[config.mk]
export PLATFORM = sky130hd
export DESIGN_NAME = cvod_object_dictionary
export DESIGN_NICKNAME = d
export VERILOG_FILES = /design/src/cvod_pkg.sv /design/src/cvod_object_dictionary.sv
export VERILOG_INCLUDE_DIRS = /design/src /design/src/src
export SDC_FILE = /design/constraint.sdc
export NUM_CORES = 1
export LEC_CHECK = 0
export ABC_AREA = 1
export BUFFER_PORTS_ARGS = -buffer_cell sky130_fd_sc_hd__buf_2
export CORE_UTILIZATION = 56
export CTS_BUF_LIST = sky130_fd_sc_hd__clkbuf_8
export DETAILED_ROUTE_END_ITERATION = 8
export PLACE_DENSITY = 0.86
export SLEW_MARGIN = 20
export SYNTH_ARGS = -nofsm -noshare
export SYNTH_HDL_FRONTEND = slang
export SYNTH_SLANG_ARGS = --single-unit
export TNS_END_PERCENT = 1
[constraint.sdc]
create_clock -name clk_sys_i -period 3.4 [get_ports clk_sys_i]
set_clock_uncertainty 0.1 [all_clocks]
set_input_delay 0 -clock clk_sys_i [delete_from_list [all_inputs] [get_ports clk_sys_i]]
set_output_delay 0 -clock clk_sys_i [all_outputs]
set_load 0.01 [all_outputs]
[src/cvod_map.svh]
`ifndef CVOD_MAP_SVH
`define CVOD_MAP_SVH

// Object indexes
`define CVOD_IDX_DEVTYPE  16'h1000
`define CVOD_IDX_ERRREG   16'h1001
`define CVOD_IDX_HBTIME   16'h1017
`define CVOD_IDX_IDENT    16'h1018
`define CVOD_IDX_SDOPAR   16'h1200
`define CVOD_IDX_RPDOPAR  16'h1400
`define CVOD_IDX_RPDOMAP  16'h1600
`define CVOD_IDX_TPDOPAR  16'h1800
`define CVOD_IDX_TPDOMAP  16'h1A00
`define CVOD_IDX_ACTPOS   16'h2210
`define CVOD_IDX_DESPOS   16'h2211
`define CVOD_IDX_TEMP     16'h2212
`define CVOD_IDX_STAT1    16'h2213
`define CVOD_IDX_STAT2    16'h2214
`define CVOD_IDX_STAT3    16'h2215
`define CVOD_IDX_POSCMD   16'h2216
`define CVOD_IDX_VOLT     16'h2219
`define CVOD_IDX_CURR     16'h221A
`define CVOD_IDX_ANACMD   16'h221B
`define CVOD_IDX_PWMCMD   16'h221C
`define CVOD_IDX_BUSCMD   16'h221D
`define CVOD_IDX_CLRDIAG  16'h221F
`define CVOD_IDX_CMDBITS  16'h2220
`define CVOD_IDX_STATDATA 16'h2221

// Identifier bases
`define CVOD_COB_TPDO  11'h180
`define CVOD_COB_RPDO  11'h200
`define CVOD_COB_SDOTX 11'h580
`define CVOD_COB_SDORX 11'h600
`define CVOD_COB_HB    11'h700

// Object contents
`define CVOD_DEVTYPE_VAL  32'h0000_0000
`define CVOD_ERRREG_VAL   8'h00
`define CVOD_IDENT_CNT    8'h04
`define CVOD_SDOPAR_CNT   8'h02
`define CVOD_RPDOPAR_CNT  8'h02
`define CVOD_RPDO_TTYPE   8'hFE
`define CVOD_RPDOMAP_CNT  8'h03
`define CVOD_TPDOPAR_MAX  8'h05
`define CVOD_TPDO_TTYPE   8'h01
`define CVOD_TPDO_EVTMR   16'h0000
`define CVOD_TPDOMAP_CNT  8'h06
`define CVOD_MAP_POSCMD   32'h2216_0010
`define CVOD_MAP_CLRDIAG  32'h221F_0008
`define CVOD_MAP_CMDBITS  32'h2220_0008
`define CVOD_MAP_ACTPOS   32'h2210_0010
`define CVOD_MAP_DESPOS   32'h2211_0010
`define CVOD_MAP_TEMP     32'h2212_0008
`define CVOD_MAP_STAT1    32'h2213_0008
`define CVOD_MAP_STAT2    32'h2214_0008
`define CVOD_MAP_STAT3    32'h2215_0008

// SDO command bytes and abort codes
`define CVOD_CCS_DOWN     3'h1
`define CVOD_CCS_UP       3'h2
`define CVOD_SCS_UP       8'h43
`define CVOD_SCS_DOWN     8'h60
`define CVOD_SCS_ABORT    8'h80
`define CVOD_LEN4         2'h0
`define CVOD_LEN2         2'h2
`define CVOD_LEN1         2'h3
`define CVOD_AB_SUB       32'h0609_0011
`define CVOD_AB_NOOBJ     32'h0602_0000
`define CVOD_AB_RO        32'h0601_0002
`define CVOD_AB_WO        32'h0601_0001
`define CVOD_AB_CMD       32'h0504_0001

// Scaling limits
`define CVOD_POS_FULL     16'h9C40
`define CVOD_POS_MAX      16'hFAFF
`define CVOD_TEMP_OFFSET  8'h28
`define CVOD_TEMP_HOT_C   8'h7D
`define CVOD_SRC_CAN      2'h2

// Timing
`define CVOD_CLK_PERIOD_NS 4
`define CVOD_MS_NS         1000000
`define CVOD_MS_CYCLES     (`CVOD_MS_NS / `CVOD_CLK_PERIOD_NS)
`define CVOD_TPDO_MS       7'h60

`endif

[src/cvod_pkg.sv]
package cvod_pkg;

  typedef struct packed {
    logic        tx_valid;
    logic [10:0] tx_id;
    logic [3:0]  tx_dlc;
    logic [63:0] tx_data;
    logic        sdo_pend;
    logic [63:0] sdo_data;
    logic        pdo_pend;
    logic        hb_pend;
    logic [15:0] pos_cmd;
    logic [15:0] bus_cmd;
    logic [7:0]  clr_diag;
    logic [7:0]  cmd_bits;
    logic        rng_err;
    logic        dmd_fault;
    logic        to_fault;
    logic        can_fault;
    logic [19:0] presc;
    logic [13:0] to_cnt;
    logic [15:0] hb_cnt;
    logic [6:0]  tp_cnt;
  } cvod_state_t;

endpackage

[src/cvod_object_dictionary.sv]
`timescale 1ns/1ps
`include "cvod_map.svh"

// How it works
// - Device type reads zero, other sub aborts
// - Error register always reads zero
// - Heartbeat time readable, frames at 700h+node
// - Identity has four entries incl revision
// - SDO request 600h+node, answer 580h+node
// - Receive PDO parameters: 200h+node, type FEh
// - Receive PDO maps command, clear, command bits
// - Transmit PDO parameters: 180h+node, type 1
// - Transmit PDO byte order fixed
// - Positions unsigned 16-bit, low byte first
// - Temperature byte, minus 40 offset
// - Overall status byte layout
// - Input fault byte layout
// - System fault byte layout
// - Position command taken only from CAN source
// - Fault when command timeout elapses
// - Supply voltage read-only 16-bit
// - Coil current demand read-only 16-bit
// - Analog and pulse readbacks use position scaling
// - Status data byte packing
// - Extra values only via SDO
// - Only first four receive PDO bytes used
module cvod_object_dictionary #(
  parameter int          MS_CYCLES    = `CVOD_MS_CYCLES,
  parameter logic [31:0] VENDOR_ID    = 32'h0000_0A5A, // Arbitrary value
  parameter logic [31:0] PRODUCT_CODE = 32'h0000_1111, // Arbitrary value
  parameter logic [31:0] REVISION     = 32'h0000_0001
) (
  input  wire logic        clk_sys_i,
  input  wire logic        rst_i,
  input  wire logic [6:0]  node_id_i,
  input  wire logic [31:0] serial_i,
  input  wire logic [15:0] heartbeat_ms_i,
  input  wire logic [13:0] timeout_ms_i,
  input  wire logic [1:0]  demand_src_i,
  input  wire logic        pdo_enable_i,
  input  wire logic [7:0]  nmt_state_i,
  input  wire logic [15:0] act_pos_i,
  input  wire logic [15:0] des_pos_i,
  input  wire logic [7:0]  temp_i,
  input  wire logic [5:0]  ovr_status_i,
  input  wire logic [7:0]  input_fault_i,
  input  wire logic [4:0]  sys_fault_i,
  input  wire logic [15:0] supply_volt_i,
  input  wire logic [15:0] coil_cur_i,
  input  wire logic [15:0] analog_cmd_i,
  input  wire logic [15:0] pulse_cmd_i,
  input  wire logic [3:0]  op_status_i,
  input  wire logic        dout_i,
  input  wire logic [2:0]  demand_state_i,
  input  wire logic        rx_valid_i,
  input  wire logic [10:0] rx_id_i,
  input  wire logic [3:0]  rx_dlc_i,
  input  wire logic [63:0] rx_data_i,
  input  wire logic        tx_ready_i,
  output logic             tx_valid_o,
  output logic [10:0]      tx_id_o,
  output logic [3:0]       tx_dlc_o,
  output logic [63:0]      tx_data_o,
  output logic [15:0]      pos_cmd_o,
  output logic [7:0]       clear_diag_o,
  output logic [7:0]       cmd_bits_o,
  output logic             can_fault_o
);

  generate
    if (MS_CYCLES < 1 || MS_CYCLES > (1 << 20)) begin : g_bad_ms
      $error("MS_CYCLES out of range");
    end
  endgenerate

  cvod_pkg::cvod_state_t s_reg;
  cvod_pkg::cvod_state_t s_next;

  logic [10:0] node11;
  logic        sdo_req;
  logic        pdo_rx;
  logic [15:0] idx;
  logic [7:0]  sub;
  logic        sub0;
  logic [2:0]  ccs;
  logic        rd_ok;
  logic [31:0] rd_val;
  logic [1:0]  rd_len;
  logic [31:0] rd_ab;
  logic        wr_obj;
  logic        cmd_hit;
  logic [15:0] cmd_val;
  logic        ms;
  logic [7:0]  stat1;
  logic [7:0]  stat3;
  logic        launch_pdo;

  always_comb begin
    s_next = s_reg;
    node11 = {4'h0, node_id_i};
    sdo_req = rx_valid_i && (rx_id_i == 11'(`CVOD_COB_SDORX + node11));
    pdo_rx = rx_valid_i && (rx_id_i == 11'(`CVOD_COB_RPDO + node11));
    idx = rx_data_i[23:8];
    sub = rx_data_i[31:24];
    sub0 = (sub == 8'h00);
    ccs = rx_data_i[7:5];
    stat1 = {1'b0, temp_i > 8'(`CVOD_TEMP_HOT_C + `CVOD_TEMP_OFFSET),
             ovr_status_i};
    stat3 = {3'b000, sys_fault_i[4] | s_reg.can_fault, sys_fault_i[3:0]};
    rd_ok = 1'b0;
    rd_val = 32'h0000_0000;
    rd_len = `CVOD_LEN1;
    rd_ab = `CVOD_AB_SUB;
    // Read lookup
    case (idx)
      `CVOD_IDX_DEVTYPE: begin
        rd_ok = sub0;
        rd_val = `CVOD_DEVTYPE_VAL;
        rd_len = `CVOD_LEN4;
      end
      `CVOD_IDX_ERRREG: begin
        rd_ok = sub0;
        rd_val = {24'h0, `CVOD_ERRREG_VAL};
      end
      `CVOD_IDX_HBTIME: begin
        rd_ok = sub0;
        rd_val = {16'h0, heartbeat_ms_i};
        rd_len = `CVOD_LEN2;
      end
      `CVOD_IDX_IDENT: begin
        rd_ok = (sub <= `CVOD_IDENT_CNT);
        rd_len = sub0 ? `CVOD_LEN1 : `CVOD_LEN4;
        case (sub)
          8'h00: rd_val = {24'h0, `CVOD_IDENT_CNT};
          8'h01: rd_val = VENDOR_ID;
          8'h02: rd_val = PRODUCT_CODE;
          8'h03: rd_val = REVISION;
          default: rd_val = serial_i;
        endcase
      end
      `CVOD_IDX_SDOPAR: begin
        rd_ok = (sub <= `CVOD_SDOPAR_CNT);
        rd_len = sub0 ? `CVOD_LEN1 : `CVOD_LEN4;
        case (sub)
          8'h00: rd_val = {24'h0, `CVOD_SDOPAR_CNT};
          8'h01: rd_val = {21'h0, 11'(`CVOD_COB_SDORX + node11)};
          default: rd_val = {21'h0, 11'(`CVOD_COB_SDOTX + node11)};
        endcase
      end
      `CVOD_IDX_RPDOPAR: begin
        rd_ok = (sub <= `CVOD_RPDOPAR_CNT);
        rd_len = (sub == 8'h01) ? `CVOD_LEN4 : `CVOD_LEN1;
        case (sub)
          8'h00: rd_val = {24'h0, `CVOD_RPDOPAR_CNT};
          8'h01: rd_val = {21'h0, 11'(`CVOD_COB_RPDO + node11)};
          default: rd_val = {24'h0, `CVOD_RPDO_TTYPE};
        endcase
      end
      `CVOD_IDX_RPDOMAP: begin
        rd_ok = (sub <= `CVOD_RPDOMAP_CNT);
        rd_len = sub0 ? `CVOD_LEN1 : `CVOD_LEN4;
        case (sub)
          8'h00: rd_val = {24'h0, `CVOD_RPDOMAP_CNT};
          8'h01: rd_val = `CVOD_MAP_POSCMD;
          8'h02: rd_val = `CVOD_MAP_CLRDIAG;
          default: rd_val = `CVOD_MAP_CMDBITS;
        endcase
      end
      `CVOD_IDX_TPDOPAR: begin
        rd_ok = (sub <= 8'h02) || (sub == `CVOD_TPDOPAR_MAX);
        case (sub)
          8'h00: rd_val = {24'h0, `CVOD_TPDOPAR_MAX};
          8'h01: begin
            rd_val = {21'h0, 11'(`CVOD_COB_TPDO + node11)};
            rd_len = `CVOD_LEN4;
          end
          8'h02: rd_val = {24'h0, `CVOD_TPDO_TTYPE};
          default: begin
            rd_val = {16'h0, `CVOD_TPDO_EVTMR};
            rd_len = `CVOD_LEN2;
          end
        endcase
      end
      `CVOD_IDX_TPDOMAP: begin
        rd_ok = (sub <= `CVOD_TPDOMAP_CNT);
        rd_len = sub0 ? `CVOD_LEN1 : `CVOD_LEN4;
        case (sub)
          8'h00: rd_val = {24'h0, `CVOD_TPDOMAP_CNT};
          8'h01: rd_val = `CVOD_MAP_ACTPOS;
          8'h02: rd_val = `CVOD_MAP_DESPOS;
          8'h03: rd_val = `CVOD_MAP_TEMP;
          8'h04: rd_val = `CVOD_MAP_STAT1;
          8'h05: rd_val = `CVOD_MAP_STAT2;
          default: rd_val = `CVOD_MAP_STAT3;
        endcase
      end
      `CVOD_IDX_ACTPOS, `CVOD_IDX_DESPOS, `CVOD_IDX_VOLT, `CVOD_IDX_CURR,
      `CVOD_IDX_ANACMD, `CVOD_IDX_PWMCMD, `CVOD_IDX_BUSCMD: begin
        rd_ok = sub0;
        rd_len = `CVOD_LEN2;
        case (idx)
          `CVOD_IDX_ACTPOS: rd_val = {16'h0, act_pos_i};
          `CVOD_IDX_DESPOS: rd_val = {16'h0, des_pos_i};
          `CVOD_IDX_VOLT: rd_val = {16'h0, supply_volt_i};
          `CVOD_IDX_CURR: rd_val = {16'h0, coil_cur_i};
          `CVOD_IDX_ANACMD: rd_val = {16'h0, analog_cmd_i};
          `CVOD_IDX_PWMCMD: rd_val = {16'h0, pulse_cmd_i};
          default: rd_val = {16'h0, s_reg.bus_cmd};
        endcase
      end
      `CVOD_IDX_TEMP, `CVOD_IDX_STAT1, `CVOD_IDX_STAT2, `CVOD_IDX_STAT3,
      `CVOD_IDX_STATDATA: begin
        rd_ok = sub0;
        case (idx)
          `CVOD_IDX_TEMP: rd_val = {24'h0, temp_i};
          `CVOD_IDX_STAT1: rd_val = {24'h0, stat1};
          `CVOD_IDX_STAT2: rd_val = {24'h0, input_fault_i};
          `CVOD_IDX_STAT3: rd_val = {24'h0, stat3};
          default: rd_val = {24'h0, demand_state_i, dout_i, op_status_i};
        endcase
      end
      `CVOD_IDX_POSCMD, `CVOD_IDX_CLRDIAG, `CVOD_IDX_CMDBITS: begin
        rd_ab = sub0 ? `CVOD_AB_WO : `CVOD_AB_SUB;
      end
      default: rd_ab = `CVOD_AB_NOOBJ;
    endcase
    wr_obj = sub0 && (idx == `CVOD_IDX_POSCMD || idx == `CVOD_IDX_CLRDIAG ||
                      idx == `CVOD_IDX_CMDBITS);

    // Frame launch: SDO answer first, then transmit PDO, then heartbeat
    launch_pdo = 1'b0;
    if (s_reg.tx_valid && tx_ready_i) begin
      s_next.tx_valid = 1'b0;
    end
    if (!s_next.tx_valid) begin
      if (s_reg.sdo_pend) begin
        s_next.tx_valid = 1'b1;
        s_next.tx_id = 11'(`CVOD_COB_SDOTX + node11);
        s_next.tx_dlc = 4'h8;
        s_next.tx_data = s_reg.sdo_data;
        s_next.sdo_pend = 1'b0;
      end else if (s_reg.pdo_pend) begin
        launch_pdo = 1'b1;
        s_next.tx_valid = 1'b1;
        s_next.tx_id = 11'(`CVOD_COB_TPDO + node11);
        s_next.tx_dlc = 4'h8;
        s_next.tx_data = {stat3, input_fault_i, stat1, temp_i,
                          des_pos_i, act_pos_i};
        s_next.pdo_pend = 1'b0;
      end else if (s_reg.hb_pend) begin
        s_next.tx_valid = 1'b1;
        s_next.tx_id = 11'(`CVOD_COB_HB + node11);
        s_next.tx_dlc = 4'h1;
        s_next.tx_data = {56'h0, nmt_state_i};
        s_next.hb_pend = 1'b0;
      end
    end

    // SDO answer, built when the request arrives
    if (sdo_req) begin
      s_next.sdo_pend = 1'b1;
      if (ccs == `CVOD_CCS_UP && rd_ok) begin
        s_next.sdo_data = {rd_val, rx_data_i[31:8],
                           `CVOD_SCS_UP | {4'h0, rd_len, 2'b00}};
      end else if (ccs == `CVOD_CCS_DOWN && wr_obj) begin
        s_next.sdo_data = {32'h0, rx_data_i[31:8], `CVOD_SCS_DOWN};
      end else if (ccs == `CVOD_CCS_UP) begin
        s_next.sdo_data = {rd_ab, rx_data_i[31:8], `CVOD_SCS_ABORT};
      end else if (ccs == `CVOD_CCS_DOWN) begin
        s_next.sdo_data = {rd_ok ? `CVOD_AB_RO : rd_ab,
                           rx_data_i[31:8],
                           `CVOD_SCS_ABORT};
      end else begin
        s_next.sdo_data = {`CVOD_AB_CMD, rx_data_i[31:8], `CVOD_SCS_ABORT};
      end
    end

    // Incoming commands; receive PDO bytes past the fourth are never looked at
    cmd_hit = (pdo_rx && rx_dlc_i >= 4'h2) ||
              (sdo_req && ccs == `CVOD_CCS_DOWN && idx == `CVOD_IDX_POSCMD && sub0);
    cmd_val = pdo_rx ? rx_data_i[15:0] : rx_data_i[47:32];
    if (pdo_rx && rx_dlc_i >= 4'h3) begin
      s_next.clr_diag = rx_data_i[23:16];
    end else if (sdo_req && ccs == `CVOD_CCS_DOWN && idx == `CVOD_IDX_CLRDIAG && sub0) begin
      s_next.clr_diag = rx_data_i[39:32];
    end
    if (pdo_rx && rx_dlc_i >= 4'h4) begin
      s_next.cmd_bits = rx_data_i[31:24];
    end else if (sdo_req && ccs == `CVOD_CCS_DOWN && idx == `CVOD_IDX_CMDBITS && sub0) begin
      s_next.cmd_bits = rx_data_i[39:32];
    end

    // Millisecond timebase and timers
    ms = (s_reg.presc == 20'(MS_CYCLES - 1));
    s_next.presc = ms ? 20'h00000 : 20'(s_reg.presc + 20'h00001);
    if (ms) begin
      s_next.tp_cnt = (s_reg.tp_cnt == 7'(`CVOD_TPDO_MS - 7'h01)) ?
                      7'h00 : 7'(s_reg.tp_cnt + 7'h01);
      if (s_reg.tp_cnt == 7'(`CVOD_TPDO_MS - 7'h01) && pdo_enable_i) begin
        s_next.pdo_pend = 1'b1;
      end
      if (heartbeat_ms_i == 16'h0000) begin
        s_next.hb_cnt = 16'h0000;
      end else if (16'(s_reg.hb_cnt + 16'h0001) >= heartbeat_ms_i) begin
        s_next.hb_cnt = 16'h0000;
        s_next.hb_pend = 1'b1;
      end else begin
        s_next.hb_cnt = 16'(s_reg.hb_cnt + 16'h0001);
      end
      if (!s_reg.to_fault) begin
        s_next.to_cnt = 14'(s_reg.to_cnt + 14'h0001);
        if (14'(s_reg.to_cnt + 14'h0001) >= timeout_ms_i) begin
          s_next.to_fault = 1'b1;
        end
      end
    end
    if (demand_src_i != `CVOD_SRC_CAN) begin
      s_next.to_cnt = 14'h0000;
      s_next.to_fault = 1'b0;
    end else if (cmd_hit) begin
      s_next.bus_cmd = cmd_val;
      s_next.to_cnt = 14'h0000;
      s_next.to_fault = 1'b0;
      s_next.dmd_fault = (cmd_val > `CVOD_POS_MAX);
      s_next.rng_err = (cmd_val > `CVOD_POS_FULL) && (cmd_val <= `CVOD_POS_MAX);
      if (cmd_val > `CVOD_POS_MAX) begin
        s_next.pos_cmd = 16'h0000;
      end else if (cmd_val > `CVOD_POS_FULL) begin
        s_next.pos_cmd = `CVOD_POS_FULL;
      end else begin
        s_next.pos_cmd = cmd_val;
      end
    end
    s_next.can_fault = s_next.to_fault | s_next.dmd_fault | s_next.rng_err;
  end

  always_ff @(posedge clk_sys_i) begin
    if (rst_i) begin
      s_reg <= '0;
    end else begin
      s_reg <= s_next;
    end
  end

  assign tx_valid_o = s_reg.tx_valid;
  assign tx_id_o = s_reg.tx_id;
  assign tx_dlc_o = s_reg.tx_dlc;
  assign tx_data_o = s_reg.tx_data;
  assign pos_cmd_o = s_reg.pos_cmd;
  assign clear_diag_o = s_reg.clr_diag;
  assign cmd_bits_o = s_reg.cmd_bits;
  assign can_fault_o = s_reg.can_fault;
endmodule // cvod_object_dictionary

Yosys cells after proc, flatten, opt, wreduce, memory -nomap -nowiden
Index checks and enable logic that the tools add are counted.

Logic and storage cells: 176. Input port bits: 294. Register bits: 256.

$add $sub $neg: 9. Order comparisons: 13. Mux-type cells: 50. Equal/unequal tests: 37. Reductions and logical operators: 41. Bitwise gates (word level): 6.

Operators by type and width (count): $pmux 32 s9 (1); $mux 64 (4); $eq 16x14->1 const B (15); $mux 80 (3); $pmux 30 s6 (1); $eq 16x13->1 const B (9); $pmux 32 s4 (1); $pmux 16 s6 (1); $pmux 30 s3 (1); $mux 81 (1); $mux 16 (5); $mux 65 (1); $pmux 11 s2 (2); $pmux 20 s2 (1); $gt 16x16->1 const B (2); $mux 32 (1); $mux 8 (4); $pmux 8 s4 (1); $pmux 10 s3 (1); $eq 11x11->1 (2); $reduce_or 21->1 (1); $add 20x1->20 const B (1); $eq 20x18->1 const B (1); $mux 20 (1); 46 further kinds (95).

Longest topological paths before layout
Depth in word-level cells: 11. Depth in mapped cells: 19. Gate-level depth less buffers: 19.

Worst setup path before layout
Ideal clock, no wire load.

Path type: register -> register. Start point: register s_reg[7] (netlist bit). End point: register s_reg[14] (netlist bit). Setup time: 0.124 ns. Arrival: 2.609 ns. Slack: 0.567 ns. Stages on the path, launching flop included: 18. Path through: dfxtp_1 ha_1 nand3_1 nor2_1 nand3b_1 nor2_1 nand2_1 nor2_1 xor2_1 inv_1 ha_1 nand4_1 nor3_1 a21boi_0 nand2_1 clkinv_1 nand2_1 o21ai_0.

Longest elaborated chain between the ends: 4.

Ends and longest elaborated chain: start: declaration (RTL line cvod_object_dictionary.sv:76) `cvod_pkg::cvod_state_t s_reg;`; start signal: assignment (RTL line cvod_object_dictionary.sv:341) `s_reg <= s_next;`; $add 16x1->16 (*) (RTL line cvod_object_dictionary.sv:304, cvod_object_dictionary.sv:308); $ge 16x16->1 (RTL line cvod_object_dictionary.sv:304) `end else if (16'(s_reg.hb_cnt + 16'h0001) >= heartbeat_ms_i) begin`; $mux 16 (*) (RTL line cvod_object_dictionary.sv:304); $mux 16 (*) (RTL line cvod_object_dictionary.sv:302) `if (heartbeat_ms_i == 16'h0000) begin`.

Every way passes the cells marked *; elsewhere a longest branch is shown, timed or not. A chain may end at the register's enable or synchronous reset.

Final worst setup path
Start point: input rx_data_i[19]. End point: register s_reg[156] (netlist bit).

Longest elaborated chain between the ends: 8. Elaborated cells on any way between the ends: 44.

Ends and longest elaborated chain: start: declaration (RTL line cvod_object_dictionary.sv:58) `input wire logic [63:0] rx_data_i,`; $eq 16x14->1, or another cell as far along (RTL line cvod_object_dictionary.sv:115) `case (idx)`; $reduce_or 15->1 (no line), or another cell as far along; $pmux 1 s6 / $pmux 20 s2 (equally long branches) (RTL line cvod_object_dictionary.sv:115); $mux 32 (RTL line cvod_object_dictionary.sv:270) `` s_next.sdo_data = {rd_ok ? `CVOD_AB_RO : rd_ab, ``; $mux 64 (RTL line cvod_object_dictionary.sv:269) `` end else if (ccs == `CVOD_CCS_DOWN) begin ``; $mux 64 (RTL line cvod_object_dictionary.sv:267) `` end else if (ccs == `CVOD_CCS_UP) begin ``; $mux 64 (RTL line cvod_object_dictionary.sv:265) `` end else if (ccs == `CVOD_CCS_DOWN && wr_obj) begin ``; $mux 64 (*) (RTL line cvod_object_dictionary.sv:262) `` if (ccs == `CVOD_CCS_UP && rd_ok) begin ``.

Marks and branches as above.

==> flow_summary.json <==
{
  "clockPowerShare_pct": 45.3,
  "clkSlewWorstSetupHoldPaths_ps": 60,
  "htreeDepth": 2,
  "syn_inst": 2438,
  "grt_pass1_wl_mm": 101.6,
  "clock.fmax_mhz": 298.6,
  "grt_pass1_vias": 18638,
  "gp_congestion": 1.027,
  "syn_area_um2": 15960,
  "largest_reg_flops": 141,
  "placed_cell_area_um2": 17380,
  "fin_ws_ps": 51.51,
  "ys_seq_area_share_pct": 31.37,
  "antenna_found_initial": 9,
  "grt_max_degree": 115,
  "grtUsageTotal_pct": 45.50,
  "dp_hpwl_mm": 45.76,
  "critical_path.max_fanout": 24,
  "hold_path_class": "in2reg",
  "vias": 19786,
  "cts_tree": "built",
  "area_delta_synth_final_pct": 27.84,
  "synth-seq-cells": 250,
  "fill_cells": 2232,
  "required_ps": 3770,
  "wl_per_cell_um": 20.27,
  "worst_pin_slew_ps": 984.4,
  "slew_violations": 0,
  "ir_drop_mv": 0.3305,
  "period_share_pct": 98.49,
  "antenna_left": 0,
  "synth_area_leaders": "dfxtp_1, nand2_1, a21oi_1, nor2_1, inv_1",
  "synth_edf_count": 0,
  "synthFlopType": "dfxtp_1",
  "start_util_pct": 57.12,
  "p_leak_nw": 9.619,
  "die_h_um": 170.8,
  "async_flop_share_pct": 0,
  "fin_crit_ps": 3348,
  "crit_type": "in2reg",
  "portBuffers": 388,
  "finalHoldWorstSlack_ps": 41.64,
  "synth_most_common_cell": "nand2_1",
  "rows": 61,
  "start_kind": "input pin",
  "firstDrtPassIters": 8,
  "io_pins": 407,
  "relSlewSlack_pct": 34.38,
  "fin_area_um2": 20400,
  "worstPathArrival_ps": 3720,
  "layout.nets": 3226,
  "overflow": 0,
  "p_int_mw": 4.957,
  "avgSynthCellArea_um2": 6.545,
  "synthTopCellsByCount": "nand2_1, nor2_1, dfxtp_1",
  "totalWireLength_mm": 67.05,
  "cts-root-buf": "clkbuf_8",
  "initialDrtViolationCount": 2654,
  "cp-end-kind": "flop",
  "setup_violations": 0,
  "hold_viol_final": 0,
  "clock_path_buffers": 3,
  "power.density_nw_per_um2": 324.7,
  "dieArea_um2": 29170,
  "cts.sinks": 250,
  "seqPwrFrac_pct": 44.3,
  "dp_slack_ps": -146.4,
  "vias_per_cell": 5.981,
  "combPwrFrac_pct": 10.4,
  "ys_warn_count": 0,
  "yosys.area.top_type": "dfxtp_1",
  "drc": 0,
  "core_um2": 27930,
  "power.net_switching_mw": 1.666,
  "rsz0062_at_grt": "true",
  "die_width_um": 170.8,
  "outcome": "completed",
  "numCtsBuffers": 43,
  "drv_cap": 0,
  "clock_latency_ps": 550,
  "swShare_pct": 25.15,
  "synthDistinctLibCells": 61,
  "final_layout_size_suffix_gt1_share_pct": 20.01,
  "synth_top_area_share_pct": 31.37
}
==> per-stage QoR <==
step	utilization, %	total power, mW	std cells	setup TNS (ps)
global placement	62.23	3.486	3031	0
CTS	72.58	6.567	3298	0
finish	73.03	6.623	3308	0
floorplan	-	3.194	2439	0
global route	72.98	6.800	3303	-862.1
detailed placement	62.23	3.488	3031	-812.8
==> logic make-up after synthesis <==
kind of cell | after synthesis | synth area share, %
other | 1 | 0.02350
AND/OR/NAND/NOR | 1142 | 31.69
XOR/XNOR | 34 | 1.866
buffers and inverters | 463 | 13.79
AO/OA/AOI/OAI | 514 | 18.60
flip-flops | 250 | 31.37
adder cells (fa/ha/maj) | 34 | 2.666
==> critical path, stage by stage <==
cell and delay [ps]:
dlygate4sd3_1 570, buf_2 180, nor2_2 180, nand2_1 80
nor2_1 100, buf_4 250, nand3_1 250, clkinvlp_4 200
nand2_1 60, nand3_1 90, nor2_2 80, nand2_1 60
nand2_1 100, o211ai_1 130, dlygate4sd3_1 580, nand3_1 80
dlygate4sd3_1 580, a21oi_1 140
==> path summary, 6_finish.rpt <==
check | startpoint | to | slack (ps) | depth (start not counted)
min reg2reg | s_reg[37] | s_reg[37] | 360 | 1
min | coil_cur_i[2] | s_reg[145] | 40 | 9
max reg2reg | tx_valid_o | tx_data_o[1] | 140 | 9
max | rx_data_i[19] | s_reg[156] | 50 | 18
==> power groups by stage <==
stage / Clock (mW) / Sequential, mW / Combinational (mW)
after global routing: 3.14 / 2.93 / 0.727
after global placement: 0 / 3.00 / 0.487
after CTS: 2.99 / 2.94 / 0.641
after detailed placement: 0 / 3.00 / 0.489
after floorplan: 0 / 3.00 / 0.195
final: 3.00 / 2.94 / 0.687
==> metal layers <==
layer | share of wire [%] | global-route usage (%)
met2 | 43 | 70.15
met3 | 14 | 19.27
met5 | 0.055 | 1.043
met4 | 8.2 | 31.10
met1 | 35 | 50.82
==> final cells by class <==
class,count,area [µm²],area share (%)
clock inverters,16,172.7,0.8464
inverters,259,982.2,4.815
diodes,7,17.52,0.08587
well taps,378,473.0,2.318
clock buffers,54,743.2,3.643
repair buffers,618,4178,20.48
multi-input cells,1726,8826,43.27
flip-flops and latches,250,5007,24.55
==> what timing repair did <==
action / 4_1_cts / 5_1_grt
hold buffers: 197 / 0
resized for setup: 2 / 22
setup endpoints to repair: 14 / 31
endpoints found under the hold margin: 199 / 0
setup buffers: 0 / 3
pin swaps: 0 / 1
==> cell usage in the layout (no fill, tap or decap), types with 31 or more instances in the layout <==
master / count
nor2_1: 264
buf_4: 31
a22oi_1: 55
clkbuf_8: 54
o21ai_0: 143
dfxtp_1: 248
nand2_1: 546
nand4_1: 39
inv_1: 246
a21oi_1: 220
buf_2: 388
ha_1: 34
nand3_1: 157
dlygate4sd3_1: 197
Note: power is estimated with default switching activity, not from simulation.
